**src/design/lsr_regs.svh**
```systemverilog
// Register offsets, field positions and zero constants of the light sensor readout block.
`ifndef LSR_REGS_SVH
`define LSR_REGS_SVH
`define LSR_ADDR_PACKAGE_CODE 8'h11
`define LSR_ADDR_PART_CODE    8'h12
`define LSR_ADDR_STATUS       8'h13
`define LSR_ADDR_CH0_LOW      8'h14
`define LSR_ADDR_CH0_HIGH     8'h15
`define LSR_ADDR_CH1_LOW      8'h16
`define LSR_ADDR_CH1_HIGH     8'h17
`define LSR_PKG_LSB           4
`define LSR_PKG_MSB           5
`define LSR_ST_NOPERSIST      5
`define LSR_ST_THRESHOLD      4
`define LSR_ST_VALID          0
`define LSR_BYTE_ZERO         8'h00
`define LSR_RES_ZERO          16'h0000
`define LSR_HI_MSB            15
`define LSR_HI_LSB            8
`define LSR_LO_MSB            7
`define LSR_LO_LSB            0
`endif

```
**src/design/lsr_pkg.sv**
```systemverilog
// Types shared by the light sensor readout block.
package lsr_pkg;
  typedef logic [7:0]  lsr_byte_t;
  typedef logic [15:0] lsr_word_t;
  typedef logic [7:0]  lsr_addr_t;
endpackage

```
**src/design/lsr_readout.sv**
```systemverilog
// Read-side register file of a two-channel integrating light sensor.
// ==========================================================================
`timescale 1ns/1ps
`default_nettype none
`include "lsr_regs.svh"
module lsr_readout #(
  parameter logic [1:0] PACKAGE_CODE = 2'b11,      // Arbitrary value.
  parameter logic [7:0] PART_CODE    = 8'hA5       // Arbitrary value.
) (
  // Clock and reset
  input  wire logic              clk_sys,
  input  wire logic              rst,
  // Register access from the serial interface logic
  input  wire logic              rd_stb,
  input  wire logic              wr_stb,
  input  wire lsr_pkg::lsr_addr_t reg_addr,
  input  wire lsr_pkg::lsr_byte_t wr_data,
  output logic                   rd_valid,
  output lsr_pkg::lsr_byte_t     rd_data,
  // Converter side
  input  wire logic              converter_enable,
  input  wire logic              integ_done,
  input  wire lsr_pkg::lsr_word_t ch0_result,
  input  wire lsr_pkg::lsr_word_t ch1_result,
  input  wire logic              nopersist_hit,
  input  wire logic              threshold_irq_set,
  input  wire logic              nopersist_clr,
  input  wire logic              threshold_clr,
  // Interrupt enables and pin
  input  wire logic              threshold_irq_enable,
  input  wire logic              nopersist_irq_enable,
  output logic                   irq_out
);
  import lsr_pkg::*;

  // ========================================================================
  // Result registers and flags
  lsr_word_t ch0_q;
  lsr_word_t ch1_q;
  lsr_byte_t shadow0_q;
  lsr_byte_t shadow1_q;
  logic      nopersist_irq_flag_q;
  logic      threshold_irq_flag_q;
  logic      conversion_valid_flag_q;

  function automatic logic hit(input lsr_addr_t a, input lsr_addr_t target);
    hit = (a == target);
  endfunction

  logic rd_ch0_low;
  logic rd_ch1_low;
  assign rd_ch0_low = rd_stb && hit(reg_addr, `LSR_ADDR_CH0_LOW);
  assign rd_ch1_low = rd_stb && hit(reg_addr, `LSR_ADDR_CH1_LOW);

  // Both channels integrate together, so one completion strobe updates both.
  always_ff @(posedge clk_sys or posedge rst) begin
    if (rst) begin
      ch0_q <= `LSR_RES_ZERO;
      ch1_q <= `LSR_RES_ZERO;
    end else if (integ_done) begin
      ch0_q <= ch0_result;
      ch1_q <= ch1_result;
    end
  end

  // The shadow takes the registered high byte, so a result landing in the same
  // cycle as the low read is not mixed in: low and shadow come from ch_q.
  always_ff @(posedge clk_sys or posedge rst) begin
    if (rst) begin
      shadow0_q <= `LSR_BYTE_ZERO;
      shadow1_q <= `LSR_BYTE_ZERO;
    end else begin
      if (rd_ch0_low) begin
        shadow0_q <= ch0_q[`LSR_HI_MSB:`LSR_HI_LSB];
      end
      if (rd_ch1_low) begin
        shadow1_q <= ch1_q[`LSR_HI_MSB:`LSR_HI_LSB];
      end
    end
  end

  // Set wins over clear; host writes never reach these flags.
  always_ff @(posedge clk_sys or posedge rst) begin
    if (rst) begin
      nopersist_irq_flag_q <= 1'b0;
      threshold_irq_flag_q <= 1'b0;
    end else begin
      if (nopersist_hit && integ_done) begin
        nopersist_irq_flag_q <= 1'b1;
      end else if (nopersist_clr) begin
        nopersist_irq_flag_q <= 1'b0;
      end
      if (threshold_irq_set) begin
        threshold_irq_flag_q <= 1'b1;
      end else if (threshold_clr) begin
        threshold_irq_flag_q <= 1'b0;
      end
    end
  end

  always_ff @(posedge clk_sys or posedge rst) begin
    if (rst) begin
      conversion_valid_flag_q <= 1'b0;
    end else if (!converter_enable) begin
      conversion_valid_flag_q <= 1'b0;
    end else if (integ_done) begin
      conversion_valid_flag_q <= 1'b1;
    end
  end

  always_ff @(posedge clk_sys or posedge rst) begin
    if (rst) begin
      irq_out <= 1'b0;
    end else begin
      irq_out <= (threshold_irq_flag_q && threshold_irq_enable) ||
                 (nopersist_irq_flag_q && nopersist_irq_enable);
    end
  end

  // ========================================================================
  // Read mux
  lsr_byte_t status_byte;
  lsr_byte_t pkg_byte;
  lsr_byte_t rd_mux;
  always_comb begin
    status_byte = `LSR_BYTE_ZERO;
    status_byte[`LSR_ST_NOPERSIST] = nopersist_irq_flag_q;
    status_byte[`LSR_ST_THRESHOLD] = threshold_irq_flag_q;
    status_byte[`LSR_ST_VALID]     = conversion_valid_flag_q;
    pkg_byte = `LSR_BYTE_ZERO;
    pkg_byte[`LSR_PKG_MSB:`LSR_PKG_LSB] = PACKAGE_CODE;
    case (reg_addr)
      `LSR_ADDR_PACKAGE_CODE: rd_mux = pkg_byte;
      `LSR_ADDR_PART_CODE:    rd_mux = PART_CODE;
      `LSR_ADDR_STATUS:       rd_mux = status_byte;
      `LSR_ADDR_CH0_LOW:      rd_mux = ch0_q[`LSR_LO_MSB:`LSR_LO_LSB];
      `LSR_ADDR_CH0_HIGH:     rd_mux = shadow0_q;
      `LSR_ADDR_CH1_LOW:      rd_mux = ch1_q[`LSR_LO_MSB:`LSR_LO_LSB];
      `LSR_ADDR_CH1_HIGH:     rd_mux = shadow1_q;
      default:                rd_mux = `LSR_BYTE_ZERO;
    endcase
  end

  // Writes are accepted and dropped: every register here is read-only.
  always_ff @(posedge clk_sys or posedge rst) begin
    if (rst) begin
      rd_valid <= 1'b0;
      rd_data  <= `LSR_BYTE_ZERO;
    end else begin
      rd_valid <= rd_stb;
      if (rd_stb) begin
        rd_data <= rd_mux;
      end
    end
  end

  // ========================================================================
  // Assertions
  property p_pkg_read;
    @(posedge clk_sys) disable iff (rst)
      rd_stb && reg_addr == `LSR_ADDR_PACKAGE_CODE |=> rd_valid && rd_data == {2'b00, PACKAGE_CODE, 4'h0};
  endproperty
  a_pkg_read: assert property (p_pkg_read) else $error("package code read wrong");

  property p_part_read;
    @(posedge clk_sys) disable iff (rst)
      rd_stb && reg_addr == `LSR_ADDR_PART_CODE |=> rd_data == PART_CODE;
  endproperty
  a_part_read: assert property (p_part_read) else $error("part code read wrong");

  property p_status_wr;
    @(posedge clk_sys) disable iff (rst)
      wr_stb && !nopersist_hit && !threshold_irq_set && !nopersist_clr && !threshold_clr
      |=> $stable(nopersist_irq_flag_q) && $stable(threshold_irq_flag_q);
  endproperty
  a_status_wr: assert property (p_status_wr) else $error("write disturbed status");

  property p_np_set;
    @(posedge clk_sys) disable iff (rst)
      nopersist_hit && integ_done |=> nopersist_irq_flag_q;
  endproperty
  a_np_set: assert property (p_np_set) else $error("no-persist flag not set");

  property p_np_imm;
    @(posedge clk_sys) disable iff (rst)
      nopersist_hit && integ_done && nopersist_irq_enable ##1 nopersist_irq_enable |=> irq_out;
  endproperty
  a_np_imm: assert property (p_np_imm) else $error("no-persist irq late");

  property p_thr_set;
    @(posedge clk_sys) disable iff (rst)
      threshold_irq_set |=> threshold_irq_flag_q;
  endproperty
  a_thr_set: assert property (p_thr_set) else $error("threshold flag not set");

  property p_valid;
    @(posedge clk_sys) disable iff (rst)
      converter_enable && integ_done ##1 converter_enable |=> conversion_valid_flag_q;
  endproperty
  a_valid: assert property (p_valid) else $error("valid flag missing");

  property p_shadow;
    @(posedge clk_sys) disable iff (rst)
      rd_ch0_low ##1 (rd_stb && reg_addr == `LSR_ADDR_CH0_HIGH)
      |=> rd_data == $past(ch0_q[`LSR_HI_MSB:`LSR_HI_LSB], 2);
  endproperty
  a_shadow: assert property (p_shadow) else $error("ch0 high byte not shadowed");

  property p_shadow1_own;
    @(posedge clk_sys) disable iff (rst)
      !rd_ch1_low |=> $stable(shadow1_q);
  endproperty
  a_shadow1_own: assert property (p_shadow1_own) else $error("ch1 shadow moved");

  property p_irq_gate;
    @(posedge clk_sys) disable iff (rst)
      !threshold_irq_enable && !nopersist_irq_enable |=> !irq_out;
  endproperty
  a_irq_gate: assert property (p_irq_gate) else $error("irq pin without enable");

  property p_status_rd;
    @(posedge clk_sys) disable iff (rst)
      rd_stb && reg_addr == `LSR_ADDR_STATUS |=> rd_data == {2'b00, $past(nopersist_irq_flag_q),
        $past(threshold_irq_flag_q), 3'b000, $past(conversion_valid_flag_q)};
  endproperty
  a_status_rd: assert property (p_status_rd) else $error("status read wrong");

  // Flags move only on their own set or clear, so host traffic can never touch them.
  property p_np_hold;
    @(posedge clk_sys) disable iff (rst)
      !(nopersist_hit && integ_done) && !nopersist_clr |=> $stable(nopersist_irq_flag_q);
  endproperty
  a_np_hold: assert property (p_np_hold) else $error("no-persist flag moved without cause");

  property p_thr_hold;
    @(posedge clk_sys) disable iff (rst)
      !threshold_irq_set && !threshold_clr |=> $stable(threshold_irq_flag_q);
  endproperty
  a_thr_hold: assert property (p_thr_hold) else $error("threshold flag moved without cause");

  property p_valid_clr;
    @(posedge clk_sys) disable iff (rst)
      !converter_enable |=> !conversion_valid_flag_q;
  endproperty
  a_valid_clr: assert property (p_valid_clr) else $error("valid flag set while disabled");

  property p_ch0_low;
    @(posedge clk_sys) disable iff (rst)
      rd_ch0_low |=> rd_valid && rd_data == $past(ch0_q[`LSR_LO_MSB:`LSR_LO_LSB]);
  endproperty
  a_ch0_low: assert property (p_ch0_low) else $error("ch0 low byte read wrong");

  property p_ch1_low;
    @(posedge clk_sys) disable iff (rst)
      rd_ch1_low |=> rd_valid && rd_data == $past(ch1_q[`LSR_LO_MSB:`LSR_LO_LSB]);
  endproperty
  a_ch1_low: assert property (p_ch1_low) else $error("ch1 low byte read wrong");

  property p_shadow1;
    @(posedge clk_sys) disable iff (rst)
      rd_ch1_low ##1 (rd_stb && reg_addr == `LSR_ADDR_CH1_HIGH)
      |=> rd_data == $past(ch1_q[`LSR_HI_MSB:`LSR_HI_LSB], 2);
  endproperty
  a_shadow1: assert property (p_shadow1) else $error("ch1 high byte not shadowed");

  property p_shadow0_own;
    @(posedge clk_sys) disable iff (rst)
      !rd_ch0_low |=> $stable(shadow0_q);
  endproperty
  a_shadow0_own: assert property (p_shadow0_own) else $error("ch0 shadow moved");

  property p_thr_pin;
    @(posedge clk_sys) disable iff (rst)
      threshold_irq_flag_q && threshold_irq_enable |=> irq_out;
  endproperty
  a_thr_pin: assert property (p_thr_pin) else $error("threshold irq missing on pin");

  property p_rd_ack;
    @(posedge clk_sys) disable iff (rst)
      rd_stb |=> rd_valid;
  endproperty
  a_rd_ack: assert property (p_rd_ack) else $error("read not answered");

  property p_rd_idle;
    @(posedge clk_sys) disable iff (rst)
      !rd_stb |=> !rd_valid && $stable(rd_data);
  endproperty
  a_rd_idle: assert property (p_rd_idle) else $error("read data moved without a read");

  c_np: cover property (@(posedge clk_sys) disable iff (rst) nopersist_hit && integ_done ##2 irq_out);
  c_shadow: cover property (@(posedge clk_sys) disable iff (rst)
    rd_ch0_low ##[1:4] integ_done ##[1:4] rd_stb && reg_addr == `LSR_ADDR_CH0_HIGH);
  c_valid: cover property (@(posedge clk_sys) disable iff (rst) $rose(conversion_valid_flag_q));
  c_burst: cover property (@(posedge clk_sys) disable iff (rst) rd_ch0_low ##1 rd_stb ##1 rd_ch1_low ##1 rd_stb);
endmodule
`default_nettype wire

```
**config.mk**
```make
export PLATFORM = sky130hd
export DESIGN_NAME = lsr_readout
export DESIGN_NICKNAME = d
export VERILOG_FILES = /design/src/design/lsr_pkg.sv /design/src/design/lsr_readout.sv
export VERILOG_INCLUDE_DIRS = /design/src /design/src/design
export SDC_FILE = /design/constraint.sdc
export NUM_CORES = 1
export LEC_CHECK = 0
export BUFFER_PORTS_ARGS = -buffer_cell sky130_fd_sc_hd__buf_2
export CAP_MARGIN = 20
export CORE_ASPECT_RATIO = 1.5
export CORE_MARGIN = 8
export CORE_UTILIZATION = 56
export CTS_CLUSTER_DIAMETER = 150
export DETAILED_ROUTE_END_ITERATION = 8
export GPL_ROUTABILITY_DRIVEN = 0
export MAX_ROUTING_LAYER = met4
export PLACE_DENSITY = 0.87
export SLEW_MARGIN = 15
export SYNTH_ARGS = -nofsm -noshare
export SYNTH_HDL_FRONTEND = slang
export SYNTH_SLANG_ARGS = --single-unit
```
**constraint.sdc**
```tcl
create_clock -name clk_sys -period 4.87 [get_ports clk_sys]
set_input_delay 0.974 -clock clk_sys [delete_from_list [all_inputs] [get_ports clk_sys]]
set_output_delay 0.974 -clock clk_sys [all_outputs]
set_load 0.01 [all_outputs]
```
# Word level (Yosys, flattened, before mapping)
# Cells that the tools add are included.
totals:
  reg_bits: 61
  inputBits: 60
  output_inout_bits: 10
  elab_cells: 33
classes:
  eq_ne: 8
  n_mux: 7
  reduce_logical: 8
op_table:
  columns: ["op", "count"]
  rows:
  - ["== test 8 x 5 -> 1 bit, second input constant", 7]
  - ["case mux 8 bit (7 select lines)", 1]
  - ["2-to-1 mux 1 bit", 6]
  - ["logical AND 1 bit", 5]
  - ["nonzero test 2 bit", 2]
  - ["inequality test 2 x 1 -> 1 bit, second input constant", 1]
  - ["logical OR 1 bit", 1]

# Longest topological paths before layout
# Gate-level depths: netlist of the first run.
logic_depth:
  word_depth: 2
  ltp_mapped: 6
  ltp_nobuf: 4

# Least setup slack after synthesis of the first run
# OpenSTA, ideal clock, no wires.
synth_path:
  kind: "in2reg"
  start: "in reg_addr[5]"
  end: "reg shadow1_q[0]"
  setup_ps: 125
  t_arrival_ps: 2436
  required_ps: 4745
  slack_ps: 2310
  stages: 5
  path_buffers: 1
  cell_sequence: "or4b_4 -> nor3b_4 -> and4b_1 -> buf_6 -> mux2_2"
synth_via:
  elab_chain_len: 2
synth_lines:
  columns: ["item", "line", "source"]
  rows:
  - ["start, declared", "lsr_readout.sv:16", "input wire lsr_pkg::lsr_addr_t reg_addr,"]
  - ["== test 8 x 5 -> 1 bit", "lsr_readout.sv:47", "hit = (a == target);"]
  - ["logical AND 1 bit", "lsr_readout.sv:53", "assign rd_ch1_low = rd_stb && hit(reg_addr, `LSR_ADDR_CH1_LOW);"]
  - ["end signal, assigned", "lsr_readout.sv:71", "shadow1_q <= `LSR_BYTE_ZERO;"]
  - ["end signal, assigned", "lsr_readout.sv:77", "shadow1_q <= ch1_q[`LSR_HI_MSB:`LSR_HI_LSB];"]
  - ["end, declared", "lsr_readout.sv:41", "lsr_byte_t shadow1_q;"]
# No other way between the ends.
# A chain may end at the register's enable or synchronous reset.

# Worst setup path after layout of the first run
# Ends and elaborated chain as after synthesis.

==> summary.txt, run 1 <==
crit path DAT: 2830 ps
Pins Over Slew Limit: 0
# fillers: 329
Seq/Total Area, Yosys: 58.99%
io pins: 70
routed vias/inst: 5.607
top cell type's share of synthesized area: 58.99%
# Post-CTS Setup Buffers: 0
unrepaired setup endpoints after global routing: false
hold crit path type: reg -> reg
setup TNS: 0 ps
number of max-cap violations: 0
status: completed
Inserted Clock Buffers: 9
Clock Latency Late Sink: 330 ps
core area: 0.004504 mm²
Clock Pin Slew Worst Setup and Hold Paths: 60 ps
GR Util All Layers: 15.90%
Yosys warning count: 0
antenna-violating nets left: 0
via count: 1682
total gr overflow: 0
R2R depth: 3
routed len/inst: 16.85 µm
Detailed Route WL: 5055 µm
CTS sink count: 61
Hold Path Cell Cnt: 1
synthesized area per cell: 13.62 µm²
clock buffer depth: 2
Synth Net Count: 250
final setup fails: 0
post-synth cell types: 29
worst relative slew slack: 33.91%
Root Buffer: clkbuf_8
P&R area growth vs syn: 17.46%
most numerous cell in the Yosys netlist: dfrtp_1
Fmax: 0.3809 GHz
Detailed Route Iter0 Violations: 104
synthesized cell area: 0.002587 mm²
share of cells above drive strength 1: 49.60%
Tcrit/Tclk final: 53.91%
Detail Placement HPWL: 3590 µm
worst vdd ir: 0.2363 mV
post-synthesis cell count: 190
# DRC: 0
Crit. End Element: flop
DIE HEIGHT: 99.25 µm
synth cell count leaders: 61 x dfrtp_1, 48 x mux2_2, 14 x inv_1, 9 x o21ai_0, 8 x clkbuf_1
TritonCTS clock tree: yes
post-layout util: 67.47%
crit path max-delay cell type: or4b_4
Worst EP required: 5070 ps
crit path cell chain: buf_2, or4b_4, nor3b_4, and4b_1, mux2_2
DP Area: 0.002904 mm²
# diodes: 0
post-route cell area: 0.003039 mm²
worst-margin pin slew: 978.9 ps
crit start category: input pin
CTS H-tree lvls: 3
largest fanout on the critical path: 8
Starting Density: 57.44%
area of the multi-input gates: 957.2 µm²
Final Hold Vio Count: 0
cell row count: 30
post-synthesis async set-or-reset flop share: 100.0%
vias in the first global route: 1884
WHS: 495.5 ps
Yosys reg bits: 61
first-pass GRT wire length: 8424 µm
initial antenna violation count: 0
Final Skew: 8.986 ps
cell taking the most area after synthesis: dfrtp_1
register area: 0.001526 mm²
Synth area leaders: dfrtp_1 59%, mux2_2 21%, mux4_2 2.6%
die width: 71.50 µm
drt pass-1 iters: 5
CP peak stage delay: 550 ps
CTS resizes: 0
power density over the cells: 330.6 mW/mm²
EDFF count, synth: 0
total die area: 0.007096 mm²
Primary FF master, synth: dfrtp_1
Min Clock Period, post-route: 2626 ps
pin count of the biggest net entering global routing: 62
WS Path Type: in -> reg
Leakage: 1.466 nW
port bufs: 60
hold buffer count at cts: 0
nets@finish: 311
[report_power, final]
group          total [mW]  internal, mW  switching, mW
combinational       0.106        0.0584         0.0477
sequential          0.563         0.544         0.0187
clock               0.336         0.174          0.163
total                1.00         0.776          0.229
[routing by layer]
metal / vias to the layer above / global-route usage, % / wire [µm] / share of wire [%]
met5: - / - / 0 / 0
met4: 0 / 8.689 / 98 / 1.9
met3: 7 / 5.841 / 261 / 5.2
met2: 43 / 25.64 / 2604 / 52
met1: 834 / 16.43 / 2090 / 41
li1: 798 / - / - / -
[worst paths after layout]
kind / start / slack (ps) / to
setup reg to reg: shadow1_q[3] / 3730 / rd_data[3]
setup / recovery: reg_addr[5] / 2240 / shadow1_q[0]
min in group asynchronous: rst / 850 / threshold_irq_flag_q
hold reg to reg: conversion_valid_flag_q / 500 / conversion_valid_flag_q
max in group asynchronous: rst / 3530 / shadow1_q[0]
hold / removal: conversion_valid_flag_q / 500 / conversion_valid_flag_q
[cell type report]
| type | instances | area share [%] |
|---|---|---|
| well taps | 48 | 1.976 |
| flip-flops and latches | 61 | 50.23 |
| clock buffers | 12 | 4.446 |
| inverters | 14 | 1.729 |
| multi-input cells | 104 | 31.49 |
| repair buffers | 61 | 10.13 |
[stage by stage]
step                      power, mW  setup slack (ps)  std cells
after floorplan              0.6376              2310        190
after detailed placement     0.6785              1904        288
final                         1.005              2244        300
after global placement       0.6717              1959        288
after CTS                     1.015              2258        300
after global routing          1.048              2205        300
[state kept, by name, indices dropped and copies added (netlist names)]
signal                   count
shadow0_q                    8
rd_valid                     1
threshold_irq_flag_q         1
irq_out                      1
conversion_valid_flag_q      1
shadow1_q                    8
ch1_q                       16
rd_data                      8
nopersist_irq_flag_q         1
ch0_q                       16
[critical path: cells and delay by family]
family,cells,cell delay [ps]
AND/OR/NAND/NOR,3,1370
multiplexers,1,390
buffers and inverters,1,100
[cell usage in the layout, fill, tap and decap left out, types with 2 or more instances in the layout]
| cell type | netlist | layout |
|---|---|---|
| nand2_1 | 5 | 5 |
| clkbuf_1 | 8 | 3 |
| o22ai_1 | 6 | 6 |
| o21ai_0 | 9 | 9 |
| a31oi_1 | 2 | 2 |
| nand3_1 | 5 | 5 |
| clkbuf_8 | 0 | 9 |
| buf_2 | 2 | 60 |
| mux4_2 | 3 | 3 |
| a311oi_1 | 3 | 3 |
| dfrtp_1 | 61 | 61 |
| a21oi_1 | 5 | 5 |
| nand2b_1 | 2 | 2 |
| mux2i_1 | 3 | 3 |
| inv_1 | 14 | 13 |
| mux2_2 | 48 | 48 |
[kinds of logic after synthesis]
kind of cell	share of synthesized area [%]
flops	58.99
buf+inv	4.014
simple gates	4.739
mux	24.66
compound gates	7.592
No activity file was read; power rests on OpenSTA's default activity.
==> inputs of run 2 (changes only) <==
- ABC_AREA: unset -> 1
- CORE_UTILIZATION: 56 -> 48
- PLACE_DENSITY: 0.87 -> 0.79
- clock period: 4.87 -> 2.2 ns (I/O delays scaled with it)
==> run 2 against run 1 <==
- final area rose by 11%
- clock skew is 3.1 ps lower
- worst setup slack worse by 1400 ps
- worst hold slack got worse by 350 ps
- clock-buffer cell count up 1
- non-clock buffer count is 2 higher
- core utilization is 8.8 points lower
- synthesized cell count increased by 83%
- global-route usage rose by 0.52 points
- flip-flop and latch count unchanged
- critical path depth rose by 3
- critical path type unchanged
==> summary.txt, run 2 <==
Detailed Route Iter0 Violations: 159
hold buffer count at cts: 0
pin count of the biggest net entering global routing: 38
Synth Net Count: 407
post-synth cell types: 23
CTS H-tree lvls: 3
Compound-Gate Fraction of Synth Area: 6.101%
synth cell count leaders: 159 x nand2_1, 61 x dfrtp_1, 25 x inv_1, 25 x nand3_1, 18 x o21ai_0
Primary FF master, synth: dfrtp_1
port bufs: 60
Detailed Route WL: 6277 µm
top cell type's share of synthesized area: 53.93%
# Post-CTS Setup Buffers: 0
most common cell after layout, fill and taps aside: nand2_1
Yosys reg bits: 61
worst-margin pin slew: 552.8 ps
die width: 78.70 µm
cell taking the most area after synthesis: dfrtp_1
CTS sink count: 61
number of max-cap violations: 0
synthesized area per cell: 8.156 µm²
WS Path Type: in -> reg
core area: 0.005743 mm²
Worst EP required: 2460 ps
simple-gate area share of the yosys netlist: 33.20%
most numerous cell in the Yosys netlist: nand2_1
multiplexer share of the synthesized area: 0%
hold crit path type: in -> async
Min Clock Period, post-route: 1332 ps
worst vdd ir: 0.4651 mV
GR Util All Layers: 16.42%
Pins Over Slew Limit: 0
io pins: 70
first-pass GRT wire length: 10830 µm
largest fanout on the critical path: 32
routed len/inst: 12.97 µm
xor and xnor area share after synthesis: 0%
most frequent cells in the layout: 159 x nand2_1, 61 x dfrtp_1, 60 x buf_2, 25 x nand3_1, 24 x inv_1
Detail Placement HPWL: 4817 µm
routed vias/inst: 4.814
vias in the first global route: 2441
worst setup margin: 868.4 ps
share of cells above drive strength 1: 23.54%
unrepaired setup endpoints after global routing: false
clock buffer depth: 2
nets@finish: 467
Fmax: 0.7510 GHz
Root Buffer: clkbuf_8
Yosys warning count: 0
crit path DAT: 1590 ps
# diodes: 0
Clock Pin Slew Worst Setup and Hold Paths: 60 ps
dpl cells: 468
Int Pwr: 1.814 mW
post-synthesis async set-or-reset flop share: 100.0%
antenna-violating nets left: 0
WHS: 148.1 ps
drt pass-1 iters: 4
Seq pwr share: 51.5%
Logic pwr share: 9.4%
Final Hold Vio Count: 0
cell row count: 34
share of total power in the clock network: 39.1%
biggest regs: ch0_q x16, ch1_q x16
Starting Density: 49.28%
Leakage: 2.013 nW
CTS resizes: 0
# DRC: 0
Synth area leaders: dfrtp_1 54%, nand2_1 21%, nand3_1 4.4%
Final Skew: 5.889 ps
Sw Share: 24.90%
TritonCTS clock tree: yes
final setup fails: 0
Crit. End Element: flop
Tcrit/Tclk final: 60.53%
switching power: 601.4 µW
crit start category: input pin
DP Area: 0.003172 mm²
Inserted Clock Buffers: 9
final instance count without filler cells: 484
post-synthesis cell count: 347
Post-Synth Adder-Cell Area: 0%
power density over the cells: 717.2 mW/mm²
total gr overflow: 0
setup TNS: 0 ps
via count: 2330
Clock Latency Late Sink: 340 ps
total die area: 0.008660 mm²
worst slack at placement: 535.2 ps
worst relative slew slack: 63.09%
status: completed
P&R area growth vs syn: 19.01%
post-route cell area: 0.003368 mm²
DIE HEIGHT: 110.0 µm
largest family of logic cells by synthesized area: simple AND/OR/NAND/NOR gates
synthesized cell area: 0.002830 mm²
initial antenna violation count: 0
EDFF count, synth: 0
Seq/Total Area, Yosys: 53.93%
## run 2: changes by cell type after synthesis, moves of 9 or more
| cell | change |
|---|---|
| nand2_1 | +154 |
| mux2_2 | -48 |
| inv_1 | +11 |
| nor2_1 | +12 |
| nand3_1 | +20 |
| o21ai_1 | +10 |
| o21ai_0 | +9 |
## run 2: area by class of cell
type	instances	area [µm²]
fill	556	2375
tap	72	90.09
clock buffer	13	178.9
inverter	28	107.6
timing repair buffer	63	335.3
clock inverter	3	17.52
multi-input combinational	244	1112
sequential	61	1526
## run 2: power by group through the flow
stage          sequential [mW]  clock, mW  combinational [mW]
2_1_floorplan             1.25          0               0.142
3_3_place_gp              1.26          0               0.221
3_5_place_dp              1.26          0               0.230
4_1_cts                   1.24      0.962               0.232
5_1_grt                   1.25       1.01               0.263
6_report                  1.24      0.945               0.227
## run 2: logic make-up after synthesis
logic type | Yosys count
compound gates | 32
flops | 61
simple gates | 212
buf+inv | 42
## run 2: metrics by stage
stage / util [%] / power [mW]
5_1_grt: 58.65 / 2.529
4_1_cts: 58.65 / 2.438
6_report: 58.65 / 2.416
3_5_place_dp: 55.23 / 1.494
3_3_place_gp: 55.23 / 1.482
2_1_floorplan: - / 1.394
## run 2: path summary, 6_finish.rpt
path                                       from              endpoint  slack, ps  cells after the start
max                                 reg_addr[5]          shadow1_q[4]        870                      8
min                                         rst          shadow1_q[4]        150                      2
max reg2reg                threshold_irq_flag_q            rd_data[4]       1240                      6
min reg2reg                           ch1_q[13]             ch1_q[13]        470                      2
max in group asynchronous                   rst             ch0_q[10]       1480                      3
min in group clk_sys              threshold_clr  threshold_irq_flag_q        270                      2
## run 2: metal layers
layer  track usage (%)  up-vias  share of wire, %
met5                 -        -                 0
met3             3.328       21               5.3
met2             25.37       71                49
met4             11.04        0               3.5
li1                  -     1190                 -
met1             19.01     1048                42
## run 2: worst max-delay path, stage by stage
cell and delay, ps:
buf_2 90, inv_1 50, nand2_2 80, nor2_8 370
nand2_4 120, nor2_4 240, nand2_1 90, o21ai_1 90
==> inputs of run 3 (changes only) <==
- CORE_UTILIZATION: 48 -> 53
- PLACE_DENSITY: 0.79 -> 0.82
- clock period: 2.2 -> 1.3 ns (I/O delays scaled with it)
==> run 3 against run 2 <==
- clock-buffer cell count shrank 4
- global-route usage grew 2.0 points
- worst hold slack lost 47 ps
- sequential share of layout area shrank 1.5 points
- non-clock buffer count grew 9
- routed wire length shrank 0.38%
- critical endpoint is now rd_data[3]
- largest cell class unchanged
- largest power group unchanged
==> summary.txt, run 3 (same netlist as run 2, synthesis figures left out) <==
status: completed
Tcrit/Tclk final: 86.59%
Detailed Route WL: 6253 µm
post-layout util: 67.39%
Clock Latency Late Sink: 330 ps
# Post-CTS Setup Buffers: 0
WS Path Type: reg -> out
drt pass-1 iters: 4
share of total power in the clock network: 38.9%
clock buffer depth: 2
antenna-violating nets left: 0
vias in the first global route: 2507
biggest regs: ch0_q x16, ch1_q x16
worst vdd ir: 0.8709 mV
worst slack at placement: -49.17 ps
P&R area growth vs syn: 22.99%
Min Clock Period, post-route: 1126 ps
TritonCTS clock tree: yes
cell row count: 32
nets@finish: 476
port bufs: 60
Pwr Total: 4.127 mW
hold crit path type: in -> reg
post-route cell area: 0.003481 mm²
total gr overflow: 0
crit path DAT: 870 ps
# diodes: 0
crit path max-delay cell type: dfrtp_1
# DRC: 0
routed vias/inst: 4.933
crit start category: flop
# fillers: 433
Final Skew: 6.976 ps
Int Pwr: 3.076 mW
most common cell after layout, fill and taps aside: nand2_1
Root Buffer: clkbuf_8
Logic pwr share: 10.0%
worst-margin pin slew: 424.1 ps
number of max-cap violations: 0
Crit. End Element: primary output
Clock Pin Slew Worst Setup and Hold Paths: 70 ps
register area: 0.001526 mm²
power density over the cells: 1186 mW/mm²
Seq pwr share: 51.0%
Detailed Route Iter0 Violations: 88
initial antenna violation count: 0
first-pass GRT wire length: 11080 µm
Final Hold Vio Count: 0
setup TNS: 0 ps
Detail Placement HPWL: 4829 µm
CTS sink count: 61
GR Util All Layers: 18.38%
core area: 0.005165 mm²
routed len/inst: 12.79 µm
CTS resizes: 0
share of cells above drive strength 1: 24.94%
DIE HEIGHT: 105.5 µm
CTS H-tree lvls: 3
Starting Density: 54.80%
via count: 2412
area of the multi-input gates: 0.001112 mm²
final setup fails: 0
unrepaired setup endpoints after global routing: false
Inserted Clock Buffers: 9
Worst EP required: 1040 ps
CP peak stage delay: 390 ps
Fmax: 0.8884 GHz
Pins Over Slew Limit: 0
delay-heaviest family, CP: flip-flops
Crit path buffers/inverters: 1
largest fanout on the critical path: 2
Leakage: 2.068 nW
worst setup margin: 174.3 ps
Sw Share: 25.48%
most frequent cells in the layout: 159 x nand2_1, 61 x dfrtp_1, 60 x buf_2, 25 x nand3_1, 24 x inv_1
worst relative slew slack: 71.66%
total die area: 0.007983 mm²
die width: 75.67 µm
hold buffer count at cts: 1
crit path cell chain: buf_2
pin count of the biggest net entering global routing: 32
io pins: 70
DP Area: 0.003281 mm²
switching power: 1.051 mW
## run 3: changes by cell type in the layout (fill, tap and decap cells not counted), sizes merged
| cell | change |
|---|---|
| clkinvlp | +1 |
| clkbuf | -4 |
| clkinv | +3 |
| inv | -1 |
| bufinv | +1 |
| dlygate4sd3 | +1 |
| buf | +8 |
## run 3: power groups by stage
| stage | logic, mW | registers [mW] | clock network [mW] |
|---|---|---|---|
| floorplan | 0.241 | 2.12 | 0 |
| global placement | 0.401 | 2.13 | 0 |
| detailed placement | 0.417 | 2.14 | 0 |
| CTS | 0.422 | 2.11 | 1.64 |
| global route | 0.479 | 2.12 | 1.74 |
| finish | 0.414 | 2.11 | 1.61 |
## run 3: area by class of cell
type	count	area share (%)
multi-input combinational	244	31.96
timing repair buffer	72	13.08
clock inverter	7	1.905
inverter	28	3.199
tap	68	2.444
clock buffer	9	3.559
sequential	61	43.85
## run 3: per-stage QoR
| step | hold slack [ps] | instances |
|---|---|---|
| 2_1_floorplan | 291.4 | 347 |
| 3_3_place_gp | 281.0 | 472 |
| 3_5_place_dp | 287.0 | 472 |
| 4_1_cts | 86.98 | 489 |
| 5_1_grt | 89.55 | 489 |
| 6_report | 101.1 | 489 |
## run 3: path summary, 6_finish.rpt
kind                       cells after the start              endpoint                  from  slack, ps
max                                            1            rd_data[3]            rd_data[3]        170
min                                            2  threshold_irq_flag_q         threshold_clr        100
max reg2reg                                    6            rd_data[4]  threshold_irq_flag_q        330
min reg2reg                                    2              ch0_q[9]              ch0_q[9]        470
max in group asynchronous                      4              ch1_q[6]                   rst        390
min in group asynchronous                      3               irq_out                   rst        470
## run 3: worst reg2reg max path: cells and delay by family (launching register included)
kind          cells  cell delay [ps]
simple gates      6              450
flops             1              410
## run 3: routing by layer
metal	vias up	global-route usage, %	part of all wire, %
met1	1104	21.48	41
met3	19	4.080	6.3
met2	76	27.46	49
met4	0	11.74	3.5
li1	1213	-	-
met5	-	-	0
